==> config.mk <==
export PLATFORM = sky130hd
export DESIGN_NAME = pixel_mux_mode_select
export DESIGN_NICKNAME = d
export VERILOG_FILES = /design/src/include/pix_mode_pkg.sv /design/src/hdl/pixel_mux_mode_select.sv /design/src/hdl/load_buffer.sv
export SDC_FILE = /design/constraint.sdc
export NUM_CORES = 1
export LEC_CHECK = 0
export ABC_AREA = 1
export BUFFER_PORTS_ARGS = -buffer_cell sky130_fd_sc_hd__buf_4
export CAP_MARGIN = 30
export CORE_MARGIN = 8
export CORE_UTILIZATION = 52
export DETAILED_ROUTE_END_ITERATION = 7
export HOLD_SLACK_MARGIN = 0.03
export PLACE_DENSITY = 0.8
export SLEW_MARGIN = 20
export SYNTH_ARGS = -nofsm -noshare
export SYNTH_HDL_FRONTEND = slang
export SYNTH_SLANG_ARGS = --single-unit
==> constraint.sdc <==
create_clock -name mclk_i -period 2.9 [get_ports mclk_i]
set_input_delay 0.435 -clock mclk_i [delete_from_list [all_inputs] [get_ports mclk_i]]
set_output_delay 0.435 -clock mclk_i [all_outputs]
set_load 0.01 [all_outputs]
==> src/include/pix_mode_pkg.sv <==
// pixel-port multiplexer mode package: control codes, decoded mode fields, carriers
// assumes a single 125 MHz clock domain; shared by the mode/unpack block, its checker and the bench
package pix_mode_pkg;

    // bus and field widths
    localparam int BUS_W    = 32;
    localparam int VGA_W    = 8;
    localparam int CODE_W   = 8;
    localparam int COLOR_W  = 8;
    localparam int REFDIV_W = 3;
    localparam int VGA_EN_BIT = 7;

    // control register reset values (vga pass-through)
    localparam logic [CODE_W-1:0]   MUX1_RESET   = 8'h80;
    localparam logic [CODE_W-1:0]   MUX2_RESET   = 8'h98;
    localparam logic [REFDIV_W-1:0] REFDIV_RESET = 3'h0;
    localparam logic                PAL_SEL_RESET = 1'b1;

    // first control code values
    localparam logic [CODE_W-1:0] MUX1_PSEUDO   = 8'h80;
    localparam logic [CODE_W-1:0] MUX1_D24_ORGB = 8'h06;
    localparam logic [CODE_W-1:0] MUX1_D24_BGRO = 8'h07;
    localparam logic [CODE_W-1:0] MUX1_D565     = 8'h05;
    localparam logic [CODE_W-1:0] MUX1_D555     = 8'h04;
    localparam logic [CODE_W-1:0] MUX1_D664     = 8'h03;
    localparam logic [CODE_W-1:0] MUX1_D444     = 8'h01;

    // second control code values, vga enable bit masked off except in MUX2_VGA
    localparam logic [CODE_W-1:0] MUX2_VGA       = 8'h98;
    localparam logic [6:0]        MUX2_D24       = 7'h1B;
    localparam logic [6:0]        MUX2_D16_NARROW = 7'h02;
    localparam logic [6:0]        MUX2_D16_WIDE  = 7'h03;
    localparam logic [6:0]        MUX2_D444_NARROW = 7'h12;
    localparam logic [6:0]        MUX2_D444_WIDE = 7'h13;
    localparam logic [6:0]        MUX2_PSEUDO_BAD = 7'h18;

    // decoded field values
    localparam logic [5:0] BPP_24     = 6'h18;
    localparam logic [5:0] BPP_16     = 6'h10;
    localparam logic [5:0] BPP_15     = 6'h0F;
    localparam logic [5:0] BPP_12     = 6'h0C;
    localparam logic [5:0] BPP_8      = 6'h08;
    localparam logic [5:0] BUS_8      = 6'h08;
    localparam logic [5:0] BUS_16     = 6'h10;
    localparam logic [5:0] BUS_32     = 6'h20;
    localparam logic [5:0] BUS_PSEUDO_MIN = 6'h04;
    localparam logic [5:0] RATIO_1    = 6'h01;
    localparam logic [5:0] RATIO_2    = 6'h02;
    localparam logic [3:0] OV_NONE    = 4'h0;
    localparam logic [3:0] OV_1       = 4'h1;
    localparam logic [3:0] OV_4       = 4'h4;
    localparam logic [3:0] OV_8       = 4'h8;
    localparam logic [1:0] BPP_LOG_8  = 2'h3;

    typedef enum logic [3:0] {
        MODE_VGA, MODE_PSEUDO, MODE_D24_ORGB, MODE_D24_BGRO,
        MODE_D565, MODE_D555, MODE_D664, MODE_D444, MODE_NONE
    } mode_e;

    // decoded multiplexer mode
    typedef struct packed {
        mode_e      kind;
        logic       vga_en;
        logic [1:0] bpp_log;
        logic [5:0] bpp;
        logic [5:0] bus_width;
        logic [5:0] ratio;
        logic [3:0] ov_bits;
    } mode_s;

    localparam mode_s MODE_RESET = '{kind: MODE_VGA, vga_en: 1'b1, bpp_log: BPP_LOG_8, bpp: BPP_8,
                                     bus_width: BUS_8, ratio: RATIO_1, ov_bits: OV_NONE};

    // one bus load with the mode it was taken under
    typedef struct packed {
        mode_s             mode;
        logic [BUS_W-1:0]  bus;
        logic [VGA_W-1:0]  vga;
    } load_s;

    // one unpacked pixel
    typedef struct packed {
        logic               direct;
        logic [COLOR_W-1:0] index;
        logic [COLOR_W-1:0] red;
        logic [COLOR_W-1:0] green;
        logic [COLOR_W-1:0] blue;
        logic [COLOR_W-1:0] overlay;
    } pixel_s;

endpackage

==> src/hdl/pixel_mux_mode_select.sv <==
// pixel-port multiplexer: mode-code decode, bus-load capture and per-pixel unpacking
// assumes pixel_load_clock_i is a one-cycle enable synchronous to mclk_i, data valid with it
//
// What this block does
// - each load pulse under a defined mode code with the buffer ready takes one bus word yielding as many pixels as the multiplex ratio.
// - only the mode's bit-plane count of bits forms each pixel's colour; the rest forms the overlay in 24-bit, 5-5-5 and 4-4-4 modes, else is ignored.
// - mode code writes never change the reference clock divide ratio.
// - second control code bit 7 enables the vga pixel port; zero disables it.
// - reset gives vga pass-through, vga enabled, both palette selects set.
// - direct-colour red, green and blue fields under 8 bits are msb-justified with zero low bits; overlay is lsb-justified.
module pixel_mux_mode_select
    import pix_mode_pkg::*;
(
    // clock and reset
    input  wire logic                             mclk_i,
    input  wire logic                             rst_n_i,
    // control writes
    input  wire logic [pix_mode_pkg::CODE_W-1:0]  ctrl_wdata_i,
    input  wire logic                             mux1_wr_i,
    input  wire logic                             mux2_wr_i,
    input  wire logic                             clk_sel_wr_i,
    input  wire logic                             palette_sel_wr_i,
    // pixel bus from frame buffer
    input  wire logic                             pixel_load_clock_i,
    input  wire logic [pix_mode_pkg::BUS_W-1:0]   pix_bus_i,
    input  wire logic [pix_mode_pkg::VGA_W-1:0]   vga_bus_i,
    output logic                                  load_ready_o,
    output logic                                  load_lost_o,
    // unpacked pixel stream
    output pix_mode_pkg::pixel_s                  pix_o,
    output logic                                  pix_valid_o,
    input  wire logic                             pix_ready_i,
    // mode and control state
    output pix_mode_pkg::mode_s                   mode_o,
    output logic [pix_mode_pkg::CODE_W-1:0]       mux1_code_o,
    output logic [pix_mode_pkg::CODE_W-1:0]       mux2_code_o,
    output logic                                  vga_port_en_o,
    output logic [pix_mode_pkg::REFDIV_W-1:0]     refclk_div_o,
    output logic                                  window_palette_select_bit_o,
    output logic                                  key_palette_select_bit_o
);
    import pix_mode_pkg::*;

    typedef struct packed {
        logic [CODE_W-1:0]   mux1;
        logic [CODE_W-1:0]   mux2;
        logic [REFDIV_W-1:0] refdiv;
        logic                win_sel;
        logic                key_sel;
        mode_s               mode;
        load_s               word;
        logic                busy;
        logic [4:0]          k;
        pixel_s              pix;
        logic                pix_valid;
        logic                lost;
    } st_s;

    st_s   s_ff;
    st_s   nxt_s;
    logic  push_valid;
    logic  buf_ready;
    logic  buf_valid;
    logic  buf_take;
    load_s buf_data;
    logic  emit;
    logic  last;

    // decode of the two control codes into mode fields
    function automatic mode_s decode_mode(input logic [CODE_W-1:0] c1, input logic [CODE_W-1:0] c2);
        mode_s      m;
        logic [6:0] c7;
        c7        = c2[6:0];
        m         = MODE_RESET;
        m.kind    = MODE_NONE;
        m.vga_en  = c2[VGA_EN_BIT];
        m.ov_bits = OV_NONE;
        m.bus_width = c7[0] ? BUS_32 : BUS_16;
        m.ratio   = c7[0] ? RATIO_2 : RATIO_1;
        if (c1 == MUX1_PSEUDO && c2 == MUX2_VGA) begin
            m = MODE_RESET;
        end else if (c1 == MUX1_PSEUDO) begin
            // pseudo colour: bpp = 1<<c[4:3], width = 4<<c[1:0]
            if (c7[6:5] == 2'h0 && !c7[2] && c7 != MUX2_PSEUDO_BAD) begin
                m.kind      = MODE_PSEUDO;
                m.bpp_log   = c7[4:3];
                m.bpp       = 6'(1) << c7[4:3];
                m.bus_width = BUS_PSEUDO_MIN << c7[1:0];
                m.ratio     = m.bus_width >> c7[4:3];
            end
        end else if ((c1 == MUX1_D24_ORGB || c1 == MUX1_D24_BGRO) && c7 == MUX2_D24) begin
            m.kind      = (c1 == MUX1_D24_ORGB) ? MODE_D24_ORGB : MODE_D24_BGRO;
            m.bpp       = BPP_24;
            m.bus_width = BUS_32;
            m.ratio     = RATIO_1;
            m.ov_bits   = OV_8;
        end else if (c7 == MUX2_D16_NARROW || c7 == MUX2_D16_WIDE) begin
            case (c1)
                MUX1_D565: begin
                    m.kind = MODE_D565;
                    m.bpp  = BPP_16;
                end
                MUX1_D555: begin
                    m.kind    = MODE_D555;
                    m.bpp     = BPP_15;
                    m.ov_bits = OV_1;
                end
                MUX1_D664: begin
                    m.kind = MODE_D664;
                    m.bpp  = BPP_16;
                end
                default: m.kind = MODE_NONE;
            endcase
        end else if (c1 == MUX1_D444 && (c7 == MUX2_D444_NARROW || c7 == MUX2_D444_WIDE)) begin
            m.kind    = MODE_D444;
            m.bpp     = BPP_12;
            m.ov_bits = OV_4;
        end
        return m;
    endfunction

    // pick pixel k out of a bus load
    function automatic pixel_s unpack(input load_s w, input logic [4:0] k);
        pixel_s             p;
        logic [BUS_W-1:0]   sh;
        logic [15:0]        h;
        sh = w.bus >> (8'(k) << w.mode.bpp_log);
        h  = k[0] ? w.bus[31:16] : w.bus[15:0];
        p  = '0;
        p.direct = 1'b1;
        case (w.mode.kind)
            MODE_VGA: begin
                p.direct = 1'b0;
                p.index  = w.mode.vga_en ? w.vga : '0;
            end
            MODE_PSEUDO: begin
                p.direct = 1'b0;
                p.index  = sh[7:0] & ~(8'hFF << w.mode.bpp);
            end
            MODE_D24_ORGB: begin
                p.overlay = w.bus[31:24];
                p.red     = w.bus[23:16];
                p.green   = w.bus[15:8];
                p.blue    = w.bus[7:0];
            end
            MODE_D24_BGRO: begin
                p.blue    = w.bus[31:24];
                p.green   = w.bus[23:16];
                p.red     = w.bus[15:8];
                p.overlay = w.bus[7:0];
            end
            MODE_D565: begin
                p.red   = {h[15:11], 3'h0};
                p.green = {h[10:5], 2'h0};
                p.blue  = {h[4:0], 3'h0};
            end
            MODE_D555: begin
                p.overlay = {7'h00, h[15]};
                p.red     = {h[14:10], 3'h0};
                p.green   = {h[9:5], 3'h0};
                p.blue    = {h[4:0], 3'h0};
            end
            MODE_D664: begin
                p.red   = {h[15:10], 2'h0};
                p.green = {h[9:4], 2'h0};
                p.blue  = {h[3:0], 4'h0};
            end
            MODE_D444: begin
                p.overlay = {4'h0, h[15:12]};
                p.red     = {h[11:8], 4'h0};
                p.green   = {h[7:4], 4'h0};
                p.blue    = {h[3:0], 4'h0};
            end
            default: p = '0;
        endcase
        return p;
    endfunction

    // two-entry buffer holds loads while the pixel receiver stalls
    load_buffer #(
        .WIDTH ($bits(load_s))
    ) u_load_buffer (
        .mclk_i      (mclk_i),
        .rst_n_i     (rst_n_i),
        .in_valid_i  (push_valid),
        .in_ready_o  (buf_ready),
        .in_data_i   ({s_ff.mode, pix_bus_i, vga_bus_i}),
        .out_valid_o (buf_valid),
        .out_ready_i (buf_take),
        .out_data_o  (buf_data)
    );

    // control writes, load capture and pixel unpacking
    always_comb begin
        nxt_s = s_ff;
        if (mux1_wr_i) begin
            nxt_s.mux1 = ctrl_wdata_i;
        end
        if (mux2_wr_i) begin
            nxt_s.mux2 = ctrl_wdata_i;
        end
        if (clk_sel_wr_i) begin
            nxt_s.refdiv = ctrl_wdata_i[REFDIV_W-1:0];
        end
        if (palette_sel_wr_i) begin
            nxt_s.win_sel = ctrl_wdata_i[0];
            nxt_s.key_sel = ctrl_wdata_i[1];
        end
        nxt_s.mode = decode_mode(nxt_s.mux1, nxt_s.mux2);
        // one word per load pulse; undefined codes take nothing
        push_valid = pixel_load_clock_i && (s_ff.mode.kind != MODE_NONE);
        nxt_s.lost = push_valid && !buf_ready;
        if (s_ff.pix_valid && pix_ready_i) begin
            nxt_s.pix_valid = 1'b0;
        end
        emit = s_ff.busy && (!s_ff.pix_valid || pix_ready_i);
        last = ({1'b0, s_ff.k} == s_ff.word.mode.ratio - 6'h01);
        if (emit) begin
            nxt_s.pix       = unpack(s_ff.word, s_ff.k);
            nxt_s.pix_valid = 1'b1;
            nxt_s.k         = s_ff.k + 5'h01;
            if (last) begin
                nxt_s.busy = 1'b0;
            end
        end
        buf_take = buf_valid && (!s_ff.busy || (emit && last));
        if (buf_take) begin
            nxt_s.word = buf_data;
            nxt_s.busy = 1'b1;
            nxt_s.k    = 5'h00;
        end
    end

    // state register; reset is vga pass-through
    always_ff @(posedge mclk_i or negedge rst_n_i) begin
        if (!rst_n_i) begin
            s_ff           <= '0;
            s_ff.mux1      <= MUX1_RESET;
            s_ff.mux2      <= MUX2_RESET;
            s_ff.refdiv    <= REFDIV_RESET;
            s_ff.win_sel   <= PAL_SEL_RESET;
            s_ff.key_sel   <= PAL_SEL_RESET;
            s_ff.mode      <= MODE_RESET;
        end else begin
            s_ff <= nxt_s;
        end
    end

    // outputs straight from state flops
    assign load_ready_o                = buf_ready;
    assign load_lost_o                 = s_ff.lost;
    assign pix_o                       = s_ff.pix;
    assign pix_valid_o                 = s_ff.pix_valid;
    assign mode_o                      = s_ff.mode;
    assign mux1_code_o                 = s_ff.mux1;
    assign mux2_code_o                 = s_ff.mux2;
    assign vga_port_en_o               = s_ff.mux2[VGA_EN_BIT];
    assign refclk_div_o                = s_ff.refdiv;
    assign window_palette_select_bit_o = s_ff.win_sel;
    assign key_palette_select_bit_o    = s_ff.key_sel;

endmodule

==> src/hdl/load_buffer.sv <==
// two-entry valid/ready buffer between bus-load capture and pixel unpacking
// assumes one clock; in_ready_o is a flop, out side is first-word fall-through
module load_buffer #(
    parameter int WIDTH = 8
) (
    // clock and reset
    input  wire logic             mclk_i,
    input  wire logic             rst_n_i,
    // filling side
    input  wire logic             in_valid_i,
    output logic                  in_ready_o,
    input  wire logic [WIDTH-1:0] in_data_i,
    // draining side
    output logic                  out_valid_o,
    input  wire logic             out_ready_i,
    output logic [WIDTH-1:0]      out_data_o
);

    typedef struct packed {
        logic [1:0][WIDTH-1:0] mem;
        logic                  wp;
        logic                  rp;
        logic [1:0]            cnt;
        logic                  in_ready;
    } buf_st_s;

    buf_st_s s_ff;
    buf_st_s nxt_s;
    logic    push;
    logic    pop;

    // pointer and count update; ready drops only when both entries hold data
    always_comb begin
        nxt_s = s_ff;
        push  = in_valid_i && s_ff.in_ready;
        pop   = out_ready_i && (s_ff.cnt != 2'h0);
        if (push) begin
            nxt_s.mem[s_ff.wp] = in_data_i;
            nxt_s.wp           = ~s_ff.wp;
        end
        if (pop) begin
            nxt_s.rp = ~s_ff.rp;
        end
        nxt_s.cnt      = s_ff.cnt + {1'b0, push} - {1'b0, pop};
        nxt_s.in_ready = (nxt_s.cnt != 2'h2);
    end

    // state register
    always_ff @(posedge mclk_i or negedge rst_n_i) begin
        if (!rst_n_i) begin
            s_ff <= '{mem: '0, wp: 1'b0, rp: 1'b0, cnt: 2'h0, in_ready: 1'b1};
        end else begin
            s_ff <= nxt_s;
        end
    end

    assign in_ready_o  = s_ff.in_ready;
    assign out_valid_o = (s_ff.cnt != 2'h0);
    assign out_data_o  = s_ff.mem[s_ff.rp];

endmodule

==> summary.md <==
| Metric | Value |
|---|---|
| Most Used Layer, Global Route | met2 |
| Layout cells sized above 1 | 0.1312 |
| Initial antenna violation count | 0 |
| Reg-to-reg setup timing slack | 310 ps |
| DRC | 0 |
| GRT Total Usage | 0.2231 |
| Critical Path End | u_load_buffer.s_ff[3] |
| Synth cell types | 44 |
| Final core occ | 0.5893 |
| FF-to-FF End | u_load_buffer.s_ff[3] |
| CTS tree | built |
| Max transition margin | 0.4469 |
| N_diodes | 0 |
| Vias per cell | 5.280 |
| Core ar. | 27550 um^2 |
| FF-to-FF Start | s_ff[93] |
| Crit path launch type | flop |
| Slowest stage cell, crit path | buf_4 |
| Hpwl dp | 26.81 mm |
| Drt first-iter violations | 1104 |
| Synth area leaders | dfrtp_1, nand2_1, o21ai_0 |
| Most frequent cell after synthesis | nand2_1 |
| P_leak | 8.505 nW |
| Area growth, synth to finish | 12.57% |
| Max Clk Rate | 0.3856 GHz |
| Final period utilization | 0.8942 |
| WP data arrival | 3080 ps |
| Critical path, cell by cell | inv_1 > ha_1 > xnor2_1 > xor2_1 > nand3_1 > o31ai_2 > nand2_2 > inv_4 > buf_4 > nand2_1 > nand2_1 |
| Critical path origin | s_ff[93] |
| Mean routed wirelength per cell | 15.90 um |
| Vias in the first global route | 12180 |
| Initial core utilization | 0.5235 |
| I/O Buffers | 146 |
| CP most frequent cell | nand2_1 |
| Met1 GRT Util | 0.2940 |
| Critical Path Stages | 11 |
| Final clock skew | 10.51 ps |
| Critical Path Fanout Max | 63 |
| Clk Latency, worst-skew pair | 550 ps |
| Crit path max-delay family | buffers and inverters |
| Final Hold Fails | 0 |
| Grt ovf | 0 |
| Post-CTS resize count | 0 |
| Hold Crit Class | in -> reg |
| Yosys reg bits | 274 |
| Crit Path Class | reg -> reg |
| GP Congestion | 0.9479 |
| CP required | 3380 ps |
| Status | completed |
| EDFF count, synth | 0 |
| Max cap viols | 0 |
| Global Route met2 Usage | 0.3705 |
| PwrDens | 633.8 nW/um^2 |
| Clk Tree Root Cell | clkbuf_16 |
| # IOs | 151 |
| Std cell rows | 61 |
| CTS clk-pin slew, worst paths | 60 ps |
| Detail Route Antenna Nets | 0 |
| Yosys warning count | 0 |
| Vias | 12500 |
| Worst slew pin tran | 826.6 ps |
| Avg Cell Area, Syn | 7.420 um^2 |
| CTS Buf Count | 28 |
| Max-slew violation count | 0 |
| Total wire length | 37.64 mm |
| Synth top area share | 0.4528 |
| First-pass GRT wire length | 61.55 mm |
| Setup violators final | 0 |
| Cells after Synth | 1944 |
| Final min period | 2593 ps |
| TNS Setup | 0 ps |
| Die H | 182.5 um |
| Post-synth top cells | nand2_1, dfrtp_1, o21ai_0, inv_1, nand3_1 |
| WHS | 48.11 ps |
| Clk sinks | 274 |
| CP bufs+invs | 3 |
| DR pass1 iterations | 7 |
| Final net count | 2028 |
| Post-synth top area cell | dfrtp_1 |
| Sequential-to-total area share from yosys stat | 0.4765 |
| Largest net degree at the start of global routing | 72 |
| # H-tree levels | 1 |
| Syn Std Cell Area | 14420 um^2 |
| Met3 GRT Util | 0.04474 |
| Worst vdd ir | 0.3843 mV |
| Critical path capture point type | flop |
| Worst path max stage delay | 490 ps |
| DIE WIDTH | 182.5 um |
| Ys async rst share | 1.000 |
| Die area | 33320 um^2 |
| RSZ-0062 raised after global routing | false |
| Longest Clk Path Bufs | 3 |
| Main flop type after synthesis | dfrtp_1 |
| R2r worst-path depth | 11 |
| Worst hold start | palette_sel_wr_i |
-- how the worst min path moves through the flow --
stage	end	slack, ps	cells after the start
2_1_floorplan	load_lost_o	140	0
3_3_place_gp	pix_o[12]	450	1
3_5_place_dp	pix_o[12]	460	1
4_1_cts	window_palette_select_bit_o	40	2
5_1_grt	window_palette_select_bit_o	40	2
6_report	window_palette_select_bit_o	50	2
-- repair_timing --
| action | in CTS | in global routing |
|---|---|---|
| setup buffers | 0 | 0 |
| setup endpoints to repair | 0 | 0 |
| endpoints found under the hold margin | 66 | 0 |
| hold buffers | 1 | 0 |
-- state kept, by name, summed over array words and instances (netlist names) --
signal and cells:
u_load_buffer.s_ff 120, s_ff 64, pix_o 41, mode_o 25
mux1_code_o 8, mux2_code_o 8, refclk_div_o 3, key_palette_select_bit_o 1
load_lost_o 1, pix_valid_o 1, u_load_buffer.in_ready_o 1, window_palette_select_bit_o 1
-- power by group --
| part | internal, mW | switching [mW] | total, mW |
|---|---|---|---|
| sequential | 3.92 | 0.0975 | 4.02 |
| combinational | 0.784 | 1.62 | 2.40 |
| clock | 2.39 | 1.48 | 3.87 |
| total | 7.09 | 3.20 | 10.3 |
-- kinds of logic (layout without fill, tap and decap cells) --
logic type | Yosys count | after routing | synth area share
compound gates | 272 | 272 | 0.1044
xor+xnor | 13 | 13 | 0.007894
fa+ha+maj | 4 | 4 | 0.003470
buf+inv | 352 | 395 | 0.1228
flops | 274 | 274 | 0.4765
other cells | 1 | 4 | 0.0002600
simple gates | 1028 | 1028 | 0.2847
-- cells in the final DEF (no fill, tap or decap), types with 13 or more instances in the layout --
master     count
clkbuf_16     28
o21ai_0      169
dfstp_2       13
o21ai_1       14
dfrtp_1      261
a21oi_1       28
nor2_1        48
o22ai_1       29
inv_1        155
buf_4        167
nand3_1      148
nand2_1      803
-- stage by stage --
step	instance area (um^2)	instances	setup slack (ps)	total power, mW
after CTS	16240	2368	348.0	10.33
final	16240	2368	306.9	10.29
after floorplan	14440	1947	497.8	5.836
after global routing	16240	2368	163.9	10.81
after detailed placement	15210	2315	438.5	6.446
after global placement	15210	2315	586.4	6.423
-- cell type report --
class                      count  area (um^2)
fill                        2485        11320
sequential                   274         6873
multi-input combinational   1321         5796
timing repair buffer         178         1459
clock buffer                  44        860.8
inverter                     165        621.8
tap                          378        473.0
clock inverter                 8        153.9
-- routing by layer --
| metal | share of wire | vias to the layer above |
|---|---|---|
| met5 | 0 | - |
| met4 | 0.021 | 0 |
| met3 | 0.077 | 55 |
| met2 | 0.48 | 439 |
| met1 | 0.43 | 5893 |
| li1 | - | 6115 |
-- worst register-to-register path, stage by stage, from the launching register on --
cell and delay, ps:
dfrtp_1 390, inv_1 80, ha_1 230, xnor2_1 200, xor2_1 190, nand3_1 130, o31ai_2 340, nand2_2 120
inv_4 70, buf_4 490, nand2_1 190, nand2_1 90
Note: power is estimated with default switching activity, not from simulation.
